**src/design/cwd_params.svh**
```systemverilog
// Register offsets, field positions, key values and rate exponents.
`ifndef CWD_PARAMS_SVH
`define CWD_PARAMS_SVH

`define CWD_OFS_CTRL 3'h0
`define CWD_OFS_ARM 3'h1
`define CWD_OFS_CFG 3'h2
`define CWD_OFS_STS 3'h3
`define CWD_OFS_MSK 3'h4
`define CWD_OFS_INFO 3'h5

`define CWD_BIT_WIN 7
`define CWD_BIT_HALT 6
`define CWD_BIT_MASK 5
`define CWD_KEY_FIRST 8'h55
`define CWD_KEY_SECOND 8'haa
`define CWD_RATE_OFF 3'h0
`define CWD_RATE_MAX 3'h7

`define CWD_EXP_1 5'h0e
`define CWD_EXP_2 5'h10
`define CWD_EXP_3 5'h12
`define CWD_EXP_4 5'h14
`define CWD_EXP_5 5'h16
`define CWD_EXP_6 5'h17
`define CWD_EXP_7 5'h18

`define CWD_RST_RATE 3'h0
`define CWD_RST_STS 3'h0
`define CWD_RST_MSK 3'h0

`endif

```
**src/design/cwd_pkg.sv**
```systemverilog
// Types shared by the watchdog control block.
package cwd_pkg;

  typedef struct packed {
    logic window;
    logic halt;
    logic [2:0] rate;
  } cwd_ctrl_t;

  typedef struct packed {
    logic special;
    logic debug;
    logic stop;
    logic pstop;
    logic osc_cont;
    logic osc_up;
  } cwd_sys_t;

  typedef struct packed {
    logic window_err;
    logic key_err;
    logic timeout;
  } cwd_evt_t;

endpackage : cwd_pkg

```
**src/design/cwd_top.sv**
```systemverilog
// Watchdog control logic with an Avalon-MM register slave.
`timescale 1ns/1ps
`include "cwd_params.svh"

// Functional notes
// - Halt bit free in special mode; normal mode may only set it.
// - Window and rate writes need mask 0: always special, once normal.
// - Normal write of rate 000 or window 0 changes nothing, uses write.
// - A nonzero rate loaded after reset starts the timeout period.
// - Any change of clock source select restarts the period.
// - Normal mode restarts on effective rate, window write, or halt rise.
// - Special mode: every control write restarts the period.
// - Window mode: arm writes in first 75 percent cause reset.
// - Repeated first keys allowed; second key after first restarts period.
// - Halt bit set freezes watchdog and periodic timer during debug.
// - Mask bit is write-only; set, it keeps window, rate and the once-write.
// - Nonzero rate enables counter; reaching timeout asserts system reset.
// - Special mode debug with halt 0 forces longest non-window period.
// - Rate 000 off; 001..111 give 2^14,16,18,20,22,23,24 cycles.
// - Enabled: other arm values reset; first then second key restarts.
// - Disabled: arm writes do nothing; arm reads return zero.
// - Stop halts counter unless pseudo-stop, oscillator source, continue.
module cwd_top #(
  parameter int CNT_W = 24
) (
  input wire logic CORE_CLK,
  input wire logic RSTN,
  input wire logic [4:0] AVS_ADDRESS,
  input wire logic AVS_READ,
  input wire logic AVS_WRITE,
  input wire logic [31:0] AVS_WRITEDATA,
  output logic [31:0] AVS_READDATA,
  output logic AVS_WAITREQUEST,
  input wire cwd_pkg::cwd_sys_t SYS,
  input wire logic IRC_TICK,
  input wire logic OSC_TICK,
  input wire logic NVM_LOAD,
  input wire cwd_pkg::cwd_ctrl_t NVM_CTRL,
  output logic SYS_RESET,
  output logic PERIODIC_FREEZE,
  output logic IRQ
);
  import cwd_pkg::*;

  if (CNT_W != 24) begin : g_width_check
    $error("cwd_top: CNT_W must be 24 for the longest rate");
  end

  ////////////////////////////////////////////////////////////////////////
  // Bus slave.

  logic wait_q;
  logic [31:0] rdata_q;
  cwd_ctrl_t ctrl_q, ctrl_d;
  logic once_q, once_d;
  logic csel_q, csel_d;
  logic armed_q, armed_d;
  logic [CNT_W-1:0] cnt_q, cnt_d;
  cwd_evt_t sts_q, sts_d, msk_q, msk_d;
  logic rst_q, irq_q, frz_q;

  wire req = AVS_READ | AVS_WRITE;
  wire acc = req & ~wait_q;
  wire [2:0] widx = AVS_ADDRESS[4:2];
  wire wr = acc & AVS_WRITE;
  wire wr_ctrl = wr & (widx == `CWD_OFS_CTRL);
  wire wr_arm = wr & (widx == `CWD_OFS_ARM);
  wire wr_cfg = wr & (widx == `CWD_OFS_CFG);
  wire wr_sts = wr & (widx == `CWD_OFS_STS);
  wire wr_msk = wr & (widx == `CWD_OFS_MSK);
  wire [7:0] wd = AVS_WRITEDATA[7:0];
  wire [2:0] wd_rate = wd[2:0];
  wire wd_win = wd[`CWD_BIT_WIN];
  wire wd_halt = wd[`CWD_BIT_HALT];
  wire wd_mask = wd[`CWD_BIT_MASK];
  wire enabled = ctrl_q.rate != `CWD_RATE_OFF;

  // Mask bit and bits 4..3 read back as zero.
  wire [7:0] ctrl_rd = {ctrl_q.window, ctrl_q.halt, 3'h0, ctrl_q.rate};
  wire [31:0] info_rd = {cnt_q, 5'h00, armed_q, once_q, enabled};
  wire [31:0] rd_mux =
    (widx == `CWD_OFS_CTRL) ? {24'h000000, ctrl_rd} :
    (widx == `CWD_OFS_CFG) ? {31'h00000000, csel_q} :
    (widx == `CWD_OFS_STS) ? {29'h00000000, sts_q} :
    (widx == `CWD_OFS_MSK) ? {29'h00000000, msk_q} :
    (widx == `CWD_OFS_INFO) ? info_rd :
    32'h00000000; // Arm register and unmapped words read zero

  always_ff @(posedge CORE_CLK or negedge RSTN) begin
    if (!RSTN) begin
      wait_q <= 1'b1;
      rdata_q <= 32'h00000000;
    end else begin
      wait_q <= ~(req & wait_q);
      if (req & wait_q) begin
        rdata_q <= rd_mux;
      end
    end
  end

  ////////////////////////////////////////////////////////////////////////
  // Control register.

  wire special = SYS.special;
  wire eff = wr_ctrl & ~wd_mask & (special | ~once_q);
  wire halt_rise = ~ctrl_q.halt & ctrl_d.halt;

  always_comb begin
    ctrl_d = ctrl_q;
    once_d = once_q;
    if (NVM_LOAD) begin
      ctrl_d = NVM_CTRL;
    end else if (wr_ctrl) begin
      ctrl_d.halt = special ? wd_halt : (ctrl_q.halt | wd_halt);
      if (eff) begin
        if (special) begin
          ctrl_d.window = wd_win;
          ctrl_d.rate = wd_rate;
        end else begin
          once_d = 1'b1;
          ctrl_d.window = ctrl_q.window | wd_win;
          if (wd_rate != `CWD_RATE_OFF) begin
            ctrl_d.rate = wd_rate;
          end
        end
      end
    end
  end

  // Losing the oscillator drops the source back to the RC clock.
  assign csel_d = wr_cfg ? wd[0] : (csel_q & SYS.osc_up);

  ////////////////////////////////////////////////////////////////////////
  // Timeout counter.

  wire forced = enabled & SYS.debug & ~ctrl_q.halt & special;
  wire [2:0] rate_eff = forced ? `CWD_RATE_MAX : ctrl_q.rate;
  wire win_eff = ctrl_q.window & ~forced;

  function automatic logic [4:0] rate_exp(input logic [2:0] r);
    case (r)
      3'h1: rate_exp = `CWD_EXP_1;
      3'h2: rate_exp = `CWD_EXP_2;
      3'h3: rate_exp = `CWD_EXP_3;
      3'h4: rate_exp = `CWD_EXP_4;
      3'h5: rate_exp = `CWD_EXP_5;
      3'h6: rate_exp = `CWD_EXP_6;
      default: rate_exp = `CWD_EXP_7;
    endcase
  endfunction : rate_exp

  wire [CNT_W:0] period = {{CNT_W{1'b0}}, 1'b1} << rate_exp(rate_eff);
  wire [CNT_W-1:0] last = CNT_W'(period - 1'b1);
  // Window opens after three quarters of the selected period.
  wire [CNT_W-1:0] quarter = CNT_W'(period >> 2);
  wire [CNT_W-1:0] win_open = CNT_W'({quarter, 1'b0} + {1'b0, quarter});

  wire wtick = csel_q ? OSC_TICK : IRC_TICK;
  wire dbg_hold = SYS.debug & ctrl_q.halt;
  wire stop_keep = SYS.pstop & csel_q & SYS.osc_cont;
  wire stop_hold = SYS.stop & ~stop_keep;
  wire run = enabled & wtick & ~dbg_hold & ~stop_hold;

  wire arm_on = wr_arm & enabled;
  wire key1 = wd == `CWD_KEY_FIRST;
  wire key2 = wd == `CWD_KEY_SECOND;
  wire win_err = arm_on & win_eff & (cnt_q < win_open);
  wire key_err = arm_on & ~key1 & ~key2;
  wire key_ok = arm_on & key2 & armed_q & ~win_err;
  wire timeout = run & (cnt_q == last);
  wire fire = timeout | key_err | win_err;

  wire nvm_start = NVM_LOAD & (NVM_CTRL.rate != `CWD_RATE_OFF);
  wire norm_rst = ~special & ((eff & (wd_rate != `CWD_RATE_OFF)) |
                  (eff & wd_win) | (wr_ctrl & halt_rise));
  wire spec_rst = special & wr_ctrl;
  wire csel_rst = csel_d != csel_q;
  wire restart = nvm_start | norm_rst | spec_rst | csel_rst | key_ok |
                 fire;

  always_comb begin
    cnt_d = cnt_q;
    if (restart) begin
      cnt_d = '0;
    end else if (run) begin
      cnt_d = cnt_q + 1'b1;
    end
  end

  always_comb begin
    armed_d = armed_q;
    if (restart) begin
      armed_d = 1'b0;
    end else if (arm_on & key1 & ~win_err) begin
      armed_d = 1'b1;
    end
  end

  ////////////////////////////////////////////////////////////////////////
  // Event status and mask; a new event wins over a write-one clear.

  wire cwd_evt_t evt = '{window_err: win_err, key_err: key_err,
                         timeout: timeout};
  wire [2:0] clr = wr_sts ? wd[2:0] : 3'h0;
  assign sts_d = (sts_q & ~clr) | evt;
  assign msk_d = wr_msk ? wd[2:0] : msk_q;

  always_ff @(posedge CORE_CLK or negedge RSTN) begin
    if (!RSTN) begin
      ctrl_q <= '{window: 1'b0, halt: 1'b0, rate: `CWD_RST_RATE};
      once_q <= 1'b0;
      csel_q <= 1'b0;
      armed_q <= 1'b0;
      cnt_q <= '0;
      sts_q <= `CWD_RST_STS;
      msk_q <= `CWD_RST_MSK;
      rst_q <= 1'b0;
      irq_q <= 1'b0;
      frz_q <= 1'b0;
    end else begin
      ctrl_q <= ctrl_d;
      once_q <= once_d;
      csel_q <= csel_d;
      armed_q <= armed_d;
      cnt_q <= cnt_d;
      sts_q <= sts_d;
      msk_q <= msk_d;
      rst_q <= fire;
      irq_q <= |(sts_q & msk_q);
      frz_q <= dbg_hold;
    end
  end

  assign AVS_READDATA = rdata_q;
  assign AVS_WAITREQUEST = wait_q;
  assign SYS_RESET = rst_q;
  assign IRQ = irq_q;
  assign PERIODIC_FREEZE = frz_q;
endmodule : cwd_top

```
**config.mk**
```make
export PLATFORM = sky130hd
export DESIGN_NAME = cwd_top
export DESIGN_NICKNAME = d
export VERILOG_FILES = /design/src/design/cwd_pkg.sv /design/src/design/cwd_top.sv
export VERILOG_INCLUDE_DIRS = /design/src /design/src/design
export SDC_FILE = /design/constraint.sdc
export NUM_CORES = 1
export LEC_CHECK = 0
export ABC_AREA = 1
export BUFFER_PORTS_ARGS = -buffer_cell sky130_fd_sc_hd__buf_2
export CORE_ASPECT_RATIO = 1.1
export CORE_MARGIN = 10
export CORE_UTILIZATION = 45
export CTS_BUF_LIST = sky130_fd_sc_hd__clkbuf_8
export DETAILED_ROUTE_END_ITERATION = 12
export PLACE_DENSITY = 0.66
export SYNTH_ARGS = -nofsm -noshare
export SYNTH_HDL_FRONTEND = slang
export SYNTH_SLANG_ARGS = --single-unit
```
**constraint.sdc**
```tcl
create_clock -name CORE_CLK -period 9.7 [get_ports CORE_CLK]
set_input_delay 0 -clock CORE_CLK [delete_from_list [all_inputs] [get_ports CORE_CLK]]
set_output_delay 0 -clock CORE_CLK [all_outputs]
set_load 0.02 [all_outputs]
```
==> impl_results.md <==
- Outcome: finished clean
- Area delta synth->final: 17.1%
- DRT iter0 DRCs: 349
- WS Path Type: reg2reg
- Slew Limit Fails: 0
- Register area: around 0.0018 mm^2
- CTS tree: yes
- Num CTS Buffers: 9
- YS warnings: 0
- DRT Pass-1 Iters: 4
- WP data required: approximately 10000 ps
- CTS max path bufs: 2
- Worst Tran Pin Value: just under 900 ps
- DIE AREA: approximately 0.017 mm^2
- Drt wl/cell: ~13 um
- FP Rows: 42
- Starting Density: ~46%
- Crit-path max cell delay: between 500 and 600 ps
- Vias per Instance: 4.93
- Crit. Startpoint: ctrl_q[0]
- Antenna diodes: 0
- Die X-Extent: 127 um
- Initial antenna violation count: 0
- Via Count: around 5300
- Post-layout min period: about 3900 ps
- Simple-Gate Fraction of Synth Area: around a third
- GRT Util Overall: roughly 17%
- Adder-cell share of the synthesized area: between 10% and 20%
- H-tree levels: 3
- Gate Count Post-Synth: about 790
- Worst r2r src: ctrl_q[0]
- Register bit total from synthesis: just over 70
- CP endpoint kind: flop
- P per Cell Area: 110 mW/mm^2
- Fin. Hold Viols: 0
- RSZ-0062 raised after global routing: no
- Crit-path cells: inv_2 -> nand2_2 -> nand2_1 -> or2_2 -> ha_1 -> inv_1 -> a21oi_1 -> nor3_1 -> nand3_1 -> xnor2_1 -> ha_1 -> nand2_1 -> inv_1 -> nand3_1 -> nor3_1 -> nand2_1 -> nand4_1 -> nand4_4 -> nor2_1
- GRT overflow: 0
- Hold Crit Class: in2reg
- Final WL: roughly 14000 um
- Primary FF master, synth: dfrtp_1
- Chip height: ~140 um
- Largest family of logic cells by synthesized area: simple AND/OR/NAND/NOR gates
- Final setup vio count: 0
- # DRC: 0
- Core ar.: approximately 0.012 mm^2
- Achievable frequency: around 260 MHz
- Critical path fanouts, max: 25
- Slowest-stage cell, CP: dfrtp_1
- Largest net degree at the start of global routing: around 70
- Reg clk slew, reported paths: 70 ps
- Post-synthesis sequential area ratio: a little under a third
- Post-Synth XOR/XNOR Area: around 4.4%
- Syn Area/Cell: slightly above 7 um^2
- Static Leak: 0.00349 uW
- Synthesized cell area: about 0.0056 mm^2
- Maximum vdd drop: 0.0862 mV
- Final net count: between 1000 and 1500
- Post-DP HPWL: ~11000 um
- CP most frequent cell: nand2_1
- Final Core Density: 54.4%
- Top Ports: 91
- Fillers: 1226
- Post-synth EDFFs: 0
- CTS Sinks: a little over 70
- Hold Startpoint: AVS_WRITEDATA[1]
- First-pass GRT wire length: between 20000 and 25000 um
- Multiplexer share of the synthesized area: 0%
- Number of global-route vias before repair: 5074
- GP Congestion: about 0.87
- Insertion delay to the later sink of the worst-skew pair: between 300 and 400 ps
- Compound-Gate Fraction of Synth Area: a little under an eighth
- Area of the multi-input gates: about 0.0037 mm^2
- Post-Route Setup TNS: 0 ps
- Setup Skew: about 9 ps
- Post-CTS setup buffers: 0
- Async S/R FF share, synth: 100%
- Period utilization: 39.9%
- Share of cells above drive strength 1: between 10% and 20%
- Worst slew margin: roughly two fifths
- Number of library cell types mapped by synthesis: 41
- Startpoint types: flop
- DRT antenna net count: 0
- Max Cap Viol: 0
- Number of port buffers: between 60 and 70
- CP Data Arrival Time: a little over 4000 ps
- CTS root buf: clkbuf_8
==> through the flow <==
step	hold WS, ps	power [uW]	std cells	cell area, um^2	setup WS [ps]
floorplan	-296	460	850	5880	6580
finish	18.1	725	1079	6600	5830
detailed placement	260	506	1052	6310	5800
global route	31.2	771	1079	6600	5440
CTS	0.726	722	1079	6600	5800
global placement	261	505	1052	6310	5850
==> cell usage after synthesis (all sizes together) (5+ instances only) <==
library cell | number | area, um^2
inv | 96 | 360
xor2 | 22 | 193
a31oi | 5 | 31.3
nor3 | 23 | 131
ha | 59 | 738
nand4 | 21 | 168
xnor2 | 6 | 52.6
a21oi | 37 | 185
nand2 | 192 | 728
dfrtp | 70 | 1750
clkbuf | 7 | 26.3
nor2 | 93 | 367
nand3 | 57 | 318
o21ai | 58 | 290
buf | 8 | 60.1
==> area by class of cell <==
type,count,share of cell area [%]
well taps,154,2.92
clock inverters,5,0.398
inverters,96,5.46
multi-input cells,668,55.5
flip-flops and latches,71,26.9
clock buffers,11,2.29
repair buffers,74,6.52
==> per-layer routing <==
metal / routed length, um / up-vias / GRT usage, %
met4: 178 / 0 / 4.62
met1: 6830 / 2424 / 21.8
li1: - / 2792 / -
met2: 6550 / 93 / 27.1
met5: 0 / - / 0
met3: 600 / 11 / 3.00
==> power breakdown <==
part / internal (uW) / leakage [uW] / switching, uW
registers: 311 / 0.000956 / 12.4
clock network: 104 / 0.0000954 / 111
logic: 65.3 / 0.00244 / 122
total: 480 / 0.00349 / 245
==> cells by family (layout without fill, tap and decap cells) <==
family | count (synthesis) | count (layout)
xor+xnor | 28 | 28
compound gates | 118 | 118
flops | 71 | 71
simple gates | 396 | 396
buf+inv | 111 | 186
fa+ha+maj | 59 | 59
other cells | 2 | 67
==> flip-flops by register name, summed over array words and instances, names as in the netlist <==
name and cells:
SYS_RESET 1, msk_q 3, PERIODIC_FREEZE 1, csel_q 1
armed_q 1, cnt_q 24, once_q 1, AVS_WAITREQUEST 1
AVS_READDATA 29, IRQ 1, sts_q 3, ctrl_q 5
==> layout by cell type (no fill, tap or decap), drive strengths merged <==
cell	n
o221ai	3
dlygate4sd3	11
nor4	4
clkbuf	11
a22oi	1
a31oi	5
o211ai	4
nand3	57
nand3b	3
nand2	192
a21boi	2
dfrtp	70
a21oi	37
nor3	23
nor2	93
nand4	21
dfstp	1
or2	3
ha	59
o22ai	2
xor2	22
o21ai	58
inv	99
conb	67
buf	63
xnor2	6
clkinvlp	2
o21bai	2
a211oi	1
a21o	3
==> critical path, delay by kind of cell, from the launching register on <==
kind                       cells  cell delay, ps
AOI/OAI and AO/OA              1              50
adders and majority gates      2             590
xor gates and xnor gates       1             140
DFF                            1             530
and+or+nand+nor               12            2180
buffers and inverters          3             290
==> repair_timing <==
item	in CTS	in global routing
resized for setup	0	0
hold buffers	11	0
hold endpoints to repair	78	0
==> worst paths after layout <==
path,to,slack (ps),cells after the start
worst max register to register,cnt_q[9],5830,19
worst max-delay path,cnt_q[9],5830,19
max in group asynchronous,cnt_q[20],8750,3
worst min register to register,AVS_READDATA[12],480,2
worst min-delay path,msk_q[1],20,3
min in group asynchronous,AVS_READDATA[12],380,3
Power figures use the tool's default switching activity.
